--- src/smas_pkg.sv ---
package smas_pkg;

	// Frame layout, most significant bit first on the wire
	localparam int FRAME_BITS = 24;
	localparam int SEL_MSB    = 23;
	localparam int SEL_LSB    = 21;
	localparam int ADDR_MSB   = 20;
	localparam int ADDR_LSB   = 13;
	localparam int DIR_BIT    = 12;
	localparam int DATA_MSB   = 11;
	localparam int DATA_LSB   = 4;

	// Memory-select codes carried in the top three bits
	typedef enum logic [2:0] {
		SMAS_SEL_REG0  = 3'h0,
		SMAS_SEL_DATA  = 3'h1,
		SMAS_SEL_REG2  = 3'h2,
		SMAS_SEL_DEVEL = 3'h3,
		SMAS_SEL_PROG  = 3'h4,
		SMAS_SEL_RSV5  = 3'h5,
		SMAS_SEL_RSV6  = 3'h6,
		SMAS_SEL_REG7  = 3'h7
	} smas_sel_t;

	// Register page numbers for the register spaces
	localparam logic [2:0] REG_PAGE0 = 3'h0;
	localparam logic [2:0] REG_PAGE2 = 3'h2;
	localparam logic [2:0] REG_PAGE7 = 3'h7;

	// Response header nibbles
	localparam logic [3:0] RESP_HDR_HI = 4'h0;
	localparam logic [3:0] RESP_HDR_LO = 4'h5;

	// Page registers, offsets in register page two
	localparam logic [7:0] PROG_PAGE_ADDR  = 8'h18;
	localparam logic [7:0] DATA_PAGE_ADDR  = 8'h19;
	localparam logic [7:0] DEVEL_PAGE_ADDR = 8'h1A;
	localparam logic [5:0] PROG_PAGE_RST   = 6'h00;
	localparam logic [5:0] DEVEL_PAGE_RST  = 6'h00;
	localparam logic [3:0] DATA_PAGE_RST   = 4'h0;

	// Timing
	localparam int SYS_CLK_NS    = 4;
	localparam int CS_IDLE_US    = 4;
	localparam int CS_IDLE_CYC   =
		(CS_IDLE_US * 1000 + SYS_CLK_NS - 1) / SYS_CLK_NS;
	localparam int SCLK_HALF_CYC = 8;

	// Controller registers on APB
	localparam logic [7:0] REG_CMD    = 8'h00;
	localparam logic [7:0] REG_STATUS = 8'h04;
	localparam logic [7:0] REG_RX     = 8'h08;
	localparam int STATUS_BUSY_BIT    = 0;

	typedef enum logic [2:0] {
		SMAS_ST_IDLE  = 3'b001,
		SMAS_ST_SHIFT = 3'b010,
		SMAS_ST_GAP   = 3'b100
	} smas_mst_state_t;

endpackage

--- src/smas_if.sv ---
`timescale 1ns/10ps
interface smas_if;
	logic sclk;
	logic mosi;
	logic miso;
	logic miso_oe;
	logic chip_select_low;

	modport device (
		input  sclk,
		input  mosi,
		input  chip_select_low,
		output miso,
		output miso_oe
	);

	modport master (
		output sclk,
		output mosi,
		output chip_select_low,
		input  miso,
		input  miso_oe
	);
endinterface

--- src/smas_device.sv ---
// Contract
// - 24-bit frame: select, address, direction, data
// - Select 000b reaches register page zero
// - Select 010b reaches register page two
// - Select 111b reaches register page seven
// - Select 001b: data RAM, page bits 11:8
// - Select 011b: development RAM, page bits 13:8
// - Select 100b: program memory, page bits 13:8
// - Direction bit one writes, zero reads
// - Reads force address LSB to zero
// - Read data returns in following frame
// - Master keeps reads inside one word
// - Response header 0000b 0101b, two bytes
// - Master drives input data from rising edge
// - Device changes output at rising edge
// - Every frame shifts MSB first
// - Chip select low frames; high ignores lines
// - Master idles chip select at least 4 us
//
// The APB slave port and the address map were left to the implementer.
`timescale 1ns/10ps
module smas_device
	import smas_pkg::*;
(
	input  wire logic        sys_clk,
	input  wire logic        rst,
	smas_if.device           link,
	output logic             acc_req,
	output smas_sel_t        acc_space,
	output logic [2:0]       register_page_number,
	output logic [13:0]      acc_addr,
	output logic             acc_write,
	output logic [7:0]       acc_wdata,
	input  wire logic        acc_ack,
	input  wire logic [15:0] acc_rdata,
	output logic [5:0]       program_mem_page_reg,
	output logic [5:0]       devel_ram_page_reg,
	output logic [3:0]       data_wave_page_reg
);

	localparam logic [4:0] FRAME_CNT = 5'(FRAME_BITS);
	localparam logic [4:0] OVER_CNT  = 5'(FRAME_BITS + 1);

	logic [1:0]  sclk_sync;
	logic [1:0]  mosi_sync;
	logic [1:0]  csl_sync;
	logic        sclk_q;
	logic        csl_q;
	logic [4:0]  bit_cnt;
	logic [23:0] rx_sr;
	logic [23:0] tx_sr;
	logic        miso_r;
	logic        rd_pending;
	logic [15:0] rd_data;

	logic        sclk_rise;
	logic        sclk_fall;
	logic        cs_fall;
	logic        cs_rise;
	logic        active;
	logic        commit;
	smas_sel_t   frame_sel;
	logic [7:0]  frame_addr;
	logic        frame_write;
	logic [7:0]  frame_data;
	logic [7:0]  eff_addr;
	logic        sel_ok;

	// Reserved codes carry no access at all
	function automatic logic sel_valid(input smas_sel_t sel);
		return !(sel == SMAS_SEL_RSV5 || sel == SMAS_SEL_RSV6);
	endfunction

	function automatic logic [2:0] reg_page(input smas_sel_t sel);
		case (sel)
			SMAS_SEL_REG0: reg_page = REG_PAGE0;
			SMAS_SEL_REG2: reg_page = REG_PAGE2;
			SMAS_SEL_REG7: reg_page = REG_PAGE7;
			default:       reg_page = REG_PAGE0;
		endcase
	endfunction

	// Two flops on every pin before any logic looks at it
	always_ff @(posedge sys_clk) begin
		if (rst) begin
			sclk_sync <= 2'b00;
			mosi_sync <= 2'b00;
			csl_sync  <= 2'b11;
			sclk_q    <= 1'b0;
			csl_q     <= 1'b1;
		end else begin
			sclk_sync <= {sclk_sync[0], link.sclk};
			mosi_sync <= {mosi_sync[0], link.mosi};
			csl_sync  <= {csl_sync[0], link.chip_select_low};
			sclk_q    <= sclk_sync[1];
			csl_q     <= csl_sync[1];
		end
	end

	assign active    = ~csl_sync[1];
	assign sclk_rise = active & sclk_sync[1] & ~sclk_q;
	assign sclk_fall = active & ~sclk_sync[1] & sclk_q;
	assign cs_fall   = ~csl_sync[1] & csl_q;
	assign cs_rise   = csl_sync[1] & ~csl_q;

	// Count bits; a frame longer than 24 also fails the check
	always_ff @(posedge sys_clk) begin
		if (rst) begin
			bit_cnt <= 5'h00;
		end else if (cs_fall) begin
			bit_cnt <= 5'h00;
		end else if (sclk_fall && bit_cnt != OVER_CNT) begin
			bit_cnt <= bit_cnt + 5'h01;
		end
	end

	// input shifts in MSB first, sampled on falling edge
	always_ff @(posedge sys_clk) begin
		if (rst) begin
			rx_sr <= 24'h000000;
		end else if (sclk_fall) begin
			rx_sr <= {rx_sr[22:0], mosi_sync[1]};
		end
	end

	// field split of a received frame
	assign frame_sel   = smas_sel_t'(rx_sr[SEL_MSB:SEL_LSB]);
	assign frame_addr  = rx_sr[ADDR_MSB:ADDR_LSB];
	assign frame_write = rx_sr[DIR_BIT];
	assign frame_data  = rx_sr[DATA_MSB:DATA_LSB];
	assign sel_ok      = sel_valid(frame_sel);

	// reads land on an even address
	assign eff_addr = frame_write ? frame_addr : {frame_addr[7:1], 1'b0};

	// only a full 24-bit frame takes effect
	assign commit = cs_rise && bit_cnt == FRAME_CNT;

	// direction and data go out with the request
	always_ff @(posedge sys_clk) begin
		if (rst) begin
			acc_req   <= 1'b0;
			acc_write <= 1'b0;
			acc_wdata <= 8'h00;
			acc_space <= SMAS_SEL_REG0;
		end else begin
			acc_req <= commit & sel_ok;
			if (commit && sel_ok) begin
				acc_write <= frame_write;
				acc_wdata <= frame_data;
				acc_space <= frame_sel;
			end
		end
	end

	// Address formed from page register and frame field
	always_ff @(posedge sys_clk) begin
		if (rst) begin
			acc_addr             <= 14'h0000;
			register_page_number <= REG_PAGE0;
		end else if (commit && sel_ok) begin
			register_page_number <= reg_page(frame_sel);
			case (frame_sel)
				SMAS_SEL_DATA:
					acc_addr <= {2'b00, data_wave_page_reg, eff_addr};
				SMAS_SEL_DEVEL:
					acc_addr <= {devel_ram_page_reg, eff_addr};
				SMAS_SEL_PROG:
					acc_addr <= {program_mem_page_reg, eff_addr};
				default:
					acc_addr <= {6'h00, eff_addr};
			endcase
		end
	end

	// Page registers live here since they steer the address
	always_ff @(posedge sys_clk) begin
		if (rst) begin
			program_mem_page_reg <= PROG_PAGE_RST;
			devel_ram_page_reg   <= DEVEL_PAGE_RST;
			data_wave_page_reg   <= DATA_PAGE_RST;
		end else if (commit && frame_write &&
				frame_sel == SMAS_SEL_REG2) begin
			// page two holds the page registers
			case (frame_addr)
				PROG_PAGE_ADDR:  program_mem_page_reg <= frame_data[5:0];
				DEVEL_PAGE_ADDR: devel_ram_page_reg   <= frame_data[5:0];
				DATA_PAGE_ADDR:  data_wave_page_reg   <= frame_data[3:0];
				default:         program_mem_page_reg <= program_mem_page_reg;
			endcase
		end
	end

	// read word kept for the next frame
	always_ff @(posedge sys_clk) begin
		if (rst) begin
			rd_pending <= 1'b0;
			rd_data    <= 16'h0000;
		end else if (commit && !frame_write) begin
			rd_pending <= sel_ok;
			if (!sel_ok) begin
				rd_data <= 16'h0000;
			end
		end else if (rd_pending && acc_ack) begin
			rd_pending <= 1'b0;
			rd_data    <= acc_rdata;
		end
	end

	// response header and data loaded at frame start
	// output changes on the rising edge, and clears to zero at frame start
	always_ff @(posedge sys_clk) begin
		if (rst) begin
			tx_sr  <= 24'h000000;
			miso_r <= 1'b0;
		end else if (cs_fall) begin
			tx_sr  <= {RESP_HDR_HI, RESP_HDR_LO, rd_data};
			miso_r <= 1'b0;
		end else if (sclk_rise) begin
			miso_r <= tx_sr[23];
			tx_sr  <= {tx_sr[22:0], 1'b0};
		end
	end

	// Output released whenever the frame is not ours
	assign link.miso    = miso_r;
	assign link.miso_oe = active;

endmodule

--- src/flat_wrapper.sv ---
// flat-port wrapper written by rule: the top's interface ports become plain ports
module smas_device_flat import smas_pkg::*;
  (sys_clk, rst, acc_req, acc_space, register_page_number, acc_addr, acc_write, acc_wdata, acc_ack, acc_rdata, program_mem_page_reg, devel_ram_page_reg, data_wave_page_reg, link_sclk, link_mosi, link_chip_select_low, link_miso, link_miso_oe);
  smas_if link_i ();
  input  wire logic sys_clk;
  input  wire logic rst;
  output logic acc_req;
  output smas_sel_t acc_space;
  output logic [2:0] register_page_number;
  output logic [13:0] acc_addr;
  output logic acc_write;
  output logic [7:0] acc_wdata;
  input  wire logic acc_ack;
  input  wire logic [15:0] acc_rdata;
  output logic [5:0] program_mem_page_reg;
  output logic [5:0] devel_ram_page_reg;
  output logic [3:0] data_wave_page_reg;
  input wire logic [$bits(link_i.sclk)-1:0] link_sclk;
  input wire logic [$bits(link_i.mosi)-1:0] link_mosi;
  input wire logic [$bits(link_i.chip_select_low)-1:0] link_chip_select_low;
  output wire logic [$bits(link_i.miso)-1:0] link_miso;
  output wire logic [$bits(link_i.miso_oe)-1:0] link_miso_oe;
  assign link_i.sclk = link_sclk;
  assign link_i.mosi = link_mosi;
  assign link_i.chip_select_low = link_chip_select_low;
  assign link_miso = link_i.miso;
  assign link_miso_oe = link_i.miso_oe;
  smas_device u_core (.sys_clk(sys_clk), .rst(rst), .link(link_i), .acc_req(acc_req), .acc_space(acc_space), .register_page_number(register_page_number), .acc_addr(acc_addr), .acc_write(acc_write), .acc_wdata(acc_wdata), .acc_ack(acc_ack), .acc_rdata(acc_rdata), .program_mem_page_reg(program_mem_page_reg), .devel_ram_page_reg(devel_ram_page_reg), .data_wave_page_reg(data_wave_page_reg));
endmodule
--- config.mk ---
export PLATFORM = sky130hd
export DESIGN_NAME = smas_device_flat
export DESIGN_NICKNAME = d
export VERILOG_FILES = /design/src/smas_pkg.sv /design/src/smas_if.sv /design/src/smas_device.sv /design/src/flat_wrapper.sv
export SDC_FILE = /design/constraint.sdc
export NUM_CORES = 1
export LEC_CHECK = 0
export ABC_AREA = 1
export ABC_CLOCK_PERIOD_IN_PS = 1840
export BUFFER_PORTS_ARGS = -buffer_cell sky130_fd_sc_hd__buf_2
export CAP_MARGIN = 25
export CORE_MARGIN = 8
export CORE_UTILIZATION = 40
export DETAILED_ROUTE_END_ITERATION = 12
export SLEW_MARGIN = 15
export SYNTH_ARGS = -nofsm -noshare
export SYNTH_HDL_FRONTEND = slang
export SYNTH_SLANG_ARGS = --single-unit
export TNS_END_PERCENT = 5
--- constraint.sdc ---
create_clock -name sys_clk -period 1.84 [get_ports sys_clk]
set_input_delay 0.092 -clock sys_clk [delete_from_list [all_inputs] [get_ports sys_clk]]
set_output_delay 0.092 -clock sys_clk [all_outputs]
set_load 0.02 [all_outputs]
Yosys cells after proc, flatten, opt, wreduce, memory -nomap -nowiden
Index checks and enable logic that the tools add are counted.
{ "totals": {"reg_bits": 125, "input_bits": 22, "out_inout_bits": 48, "word_cells": 73} }
{ "classes": {"bitwise_logic": 11, "n_eq_ne": 13, "n_addsub": 1, "reduce_logical": 17, "muxes": 10} }
{ "ops": {"columns": ["op", "count"], "rows": [
  ["16-bit 2-to-1 mux", 3],
  ["14-bit one-hot mux with 3 select lines", 1],
  ["19-bit 2-to-1 mux", 2],
  ["8-bit by 5-bit equality test with 1-bit output (second input constant)", 3],
  ["3-bit equality test (second input constant)", 4],
  ["2-bit AND reduction", 4],
  ["1-bit AND", 7],
  ["1-bit logical AND", 7],
  ["3-bit by 2-bit equality test with 1-bit output (second input constant)", 2],
  ["3-bit one-hot mux with 2 select lines", 1],
  ["5-bit by 1-bit adder with 5-bit output (second input constant)", 1],
  ["5-bit equality test (second input constant)", 1],
  ["5-bit inequality test (second input constant)", 1],
  ["1-bit inverter", 4],
  ["2-bit nonzero test", 2],
  ["3-bit by 1-bit equality test with 1-bit output (second input constant)", 1],
  ["1-bit 2-to-1 mux", 3],
  ["1-bit zero test", 2],
  ["2-bit by 1-bit inequality test with 1-bit output (second input constant)", 1],
  ["2-bit OR reduction", 1],
  ["1-bit logical OR", 1]
]} }

Depth between registers and ports, before layout
{ "depth": {"ltp_word": 6, "mapped_depth": 12, "depth_no_buf": 11} }

Least setup slack after synthesis
OpenSTA, ideal clock, no wires.
{ "synth_path": {"path_kind": "register to register", "start": "reg u_core.bit_cnt[0]", "end": "reg u_core.devel_ram_page_reg[0]", "arrival_ns": 1.402, "stages_incl_launch_ff": 12, "path_buffers": 1, "t_required_ns": 1.725, "slack_ns": 0.323, "synth_period_minus_slack_ns": 1.517, "path_cell_list": "dfxtp_1 -> inv_1 -> ha_1 -> nand2_1 -> inv_1 -> nand2_1 -> nor2_4 -> nand2_2 -> clkinv_2 -> buf_6 -> a21oi_1 -> nor2_1"} }
{ "synth_via": {"elab_chain_cells": 5} }
{ "synth_rtl": {"columns": ["item", "line", "rtl"], "rows": [
  ["from (decl)", "smas_device.sv:49", "logic [4:0] bit_cnt;"],
  ["from (signal assigned)", "smas_device.sv:113", "bit_cnt <= bit_cnt + 5'h01;"],
  ["5-bit equality test", "smas_device.sv:137", "assign commit = cs_rise && bit_cnt == FRAME_CNT;"],
  ["1-bit logical AND", "smas_device.sv:137", null],
  ["1-bit logical AND (2 in a row)", "smas_device.sv:182", "end else if (commit && frame_write &&"],
  ["2-bit AND reduction (no line)", null, null],
  ["to (signal assigned)", "smas_device.sv:187", "DEVEL_PAGE_ADDR: devel_ram_page_reg <= frame_data[5:0];"],
  ["to (decl)", "smas_device.sv:37", "output logic [5:0] devel_ram_page_reg,"]
]} }
No other way between the ends.
A chain may end at the register's enable or synchronous reset.

Worst setup path after layout
{ "layout_path": {"start": "reg u_core.bit_cnt[0]", "end": "reg u_core.acc_addr[0]"} }
{ "layout_via": {"elab_chain_cells": 3} }
{ "layout_rtl": {"columns": ["item", "line", "rtl"], "rows": [
  ["5-bit equality test", "smas_device.sv:137", null],
  ["1-bit logical AND", "smas_device.sv:137", null],
  ["1-bit logical AND", "smas_device.sv:161", "end else if (commit && sel_ok) begin"],
  ["to (signal assigned)", "smas_device.sv:165", "acc_addr <= {2'b00, data_wave_page_reg, eff_addr};"],
  ["to (signal assigned)", "smas_device.sv:167", "acc_addr <= {devel_ram_page_reg, eff_addr};"],
  ["to (signal assigned)", "smas_device.sv:169", "acc_addr <= {program_mem_page_reg, eff_addr};"],
  ["to (decl)", "smas_device.sv:31", "output logic [13:0] acc_addr,"]
]} }
No other way between the ends.

==> metrics <==
setup slack after layout=~190 ps; synth cell count leaders=nand2_1 (164), dfxtp_1 (124), nor2_1 (85), inv_1 (74), a21oi_1 (66); most frequent CP cell=nor2_4; cells after synthesis=between 700 and 800; synthesized flop and latch total=about 120; final count of negative-setup-slack endpoints=0; Yosys top cell area share=0.484; htree depth=4; Syn Area/Cell=7.32 µm²; # fillers=1,253; worst path bufs/invs=2; f_max=0.605 GHz; Synth area leaders=dfxtp_1 (48%), nand2_1 (12%), a21oi_1 (6.4%); yosys warns=0; CTS tree=yes; worst setup path class=flip-flop to flip-flop; hpwl dp=8440 µm; Final Cycle Share=0.899; Post-synth ARST share=0; grt ovf=0; register area=2480 µm²; Worst Skew=11.1 ps; Top delay family on crit path=simple AND/OR/NAND/NOR gates; first-pass GRT wire length=20,300 µm; Lkg Pwr=2.89 nW; clock-pin slew on the worst setup and hold paths=about 50 ps; unrepaired setup endpoints after global routing=no; total track usage=0.152; post-synthesis cell type count=30; Max Cap Viol=0; multi-input logic area=2170 µm²; Hold Crit Class=primary input to flip-flop; Die Height=approximately 130 µm; Routability Congestion=approximately 0.76; die area=16,700 µm²; number of flops mapped to enable cells by yosys=0; Hold Fails Final Rpt=0; CORE AREA=approximately 13,000 µm²; Layout area overhead=25.2%; worst-path maximum fanout=32; max incr delay on CP=350 ps; residual DRC count=0; Slowest-stage cell, CP=dfxtp_1; WP data required=2190 ps; Max VDD drop=0.000603 V; Root Buffer=clkbuf_16; slew at the pin with the worst max-slew slack=586 ps; number of antenna violations at the first check in global routing=0; IO Count=70; Place WS=63.6 ps; Initial Util=0.408; arrival time at the worst endpoint=2000 ps; synthesized cell area=5130 µm²; Die X=129 µm; final WL=12,100 µm; Critical Path Sink Type=flip-flop; vias per cell=4.63; setup TNS=0 ps; DRT iter0 DRCs=between 200 and 300; dominant cell type by area after synthesis=dfxtp_1; status=finished, final reports clean; Mapped Nets=726; Post-DRT Antenna Nets=0; PD cells=991 nW/µm²; Seq/Total Area, Yosys=0.484; Top Registers=u_core.rx_sr x24, u_core.tx_sr x24, u_core.rd_data x16; Final Critical Period=1650 ps; Placed Area=between 5000 and 6000 µm²; I/O Buffers=69; total CTS buffers=17; Clk Latency, worst-skew pair=420 ps; Final Util=0.511; clk sinks=between 100 and 150; layout cells sized above 1=0.187; # diodes=0; fin. max-slew vios=0; clk buf depth=2; vias=4,494; vias in the first global route=4,322; Nets=810; Avg WL per Cell=approximately 12 µm; largest net degree at the start of global routing=48; 1st-pass router iterations=4; Worst slew margin=0.606; post-route cell area=6430 µm²; CP Cell Sequence=inv_1, ha_1, nand2_1, nor2_4, nand2_2, nor2_4, buf_12, nand3_1, a21oi_1; most common cell in the netlist=nand2_1; row count=41; worst hold slack=17.8 ps; Post-synth top flop=dfxtp_1; crit path launch type=flip-flop
## final cells by class
| type | count | area share |
|---|---|---|
| sequential | 124 | 0.386 |
| multi-input combinational | 460 | 0.337 |
| timing repair buffer | 99 | 0.0970 |
| clock buffer | 27 | 0.0814 |
| inverter | 83 | 0.0489 |
| tap | 172 | 0.0335 |
| clock inverter | 5 | 0.0160 |
## worst min-delay path, cell delays in order
cell	delay, ps
buf_2	80
nand2_1	40
inv_1	50
nor2_2	40
nor2_1	80
## metal layers
metal / routed length, µm / GRT usage / part of all wire
met1: 5680 / 0.183 / 0.47
met2: 5660 / 0.250 / 0.47
met3: 596 / 0.0431 / 0.049
met4: 182 / 0.0629 / 0.015
met5: 0 / 0 / 0
## where the power goes
| part | internal, mW | total, mW | switching (mW) |
|---|---|---|---|
| logic | 0.0730 | 0.177 | 0.104 |
| clock network | 2.35 | 3.48 | 1.14 |
| registers | 2.70 | 2.71 | 0.00796 |
## timing repair
item / CTS / global route
endpoints found under the hold margin: 16 / 0
endpoints found under the setup margin: 0 / 25
setup buffers: 0 / 0
gates resized for setup: 0 / 3
hold buffers: 16 / 0
## worst paths after layout
check,startpoint,end,slack (ps),cells after the start
max,u_core.bit_cnt[0],u_core.acc_addr[0],190,9
min,acc_rdata[10],u_core.rd_data[10],20,5
max reg2reg,u_core.bit_cnt[0],u_core.acc_addr[0],190,9
min reg2reg,u_core.mosi_sync[0],u_core.mosi_sync[1],400,2
## cells in the final DEF, fill, tap and decap left out
master         synthesis  final
nand2_1              164    164
dfxtp_1              124    124
nor2_1                85     85
inv_1                 74     73
buf_2                 10     69
a21oi_1               66     66
o21ai_0               48     48
nand3_1               43     43
clkbuf_16              0     17
dlygate4sd3_1          0     16
buf_4                  4     13
nor2_2                12     12
o211ai_1               8      8
inv_2                  6      7
nor2_4                 7      7
a31oi_1                7      7
clkbuf_8               0      6
clkbuf_1              12      4
nor3_1                 3      3
nand2_2                4      3
ha_1                   3      3
bufinv_16              0      3
clkinv_1               2      2
nand3_2                2      2
nand2_4                1      2
or2_2                  2      2
nand3_4                1      1
nand4_4                0      1
inv_4                  0      1
xnor2_1                1      1
o21ai_1                1      1
xor2_1                 1      1
clkinv_2               1      1
clkinvlp_4             0      1
buf_12                 0      1
## cells by family (layout without fill, tap and decap cells)
group	after synthesis	in the layout	synth area share
DFF	124	124	0.484
adders and majority gates	3	3	0.00731
buffers and inverters	117	214	0.0970
xor gates and xnor gates	2	2	0.00341
AOI/OAI and AO/OA	130	130	0.132
and+or+nand+nor	325	325	0.276
## metrics by stage
stage / power (mW) / cells
after global placement: 2.91 / 922
after detailed placement: 2.92 / 922
after floorplan: 2.87 / 701
after global routing: 6.57 / 970
final: 6.37 / 970
after CTS: 6.44 / 970
Note: power is estimated with default switching activity, not from simulation.
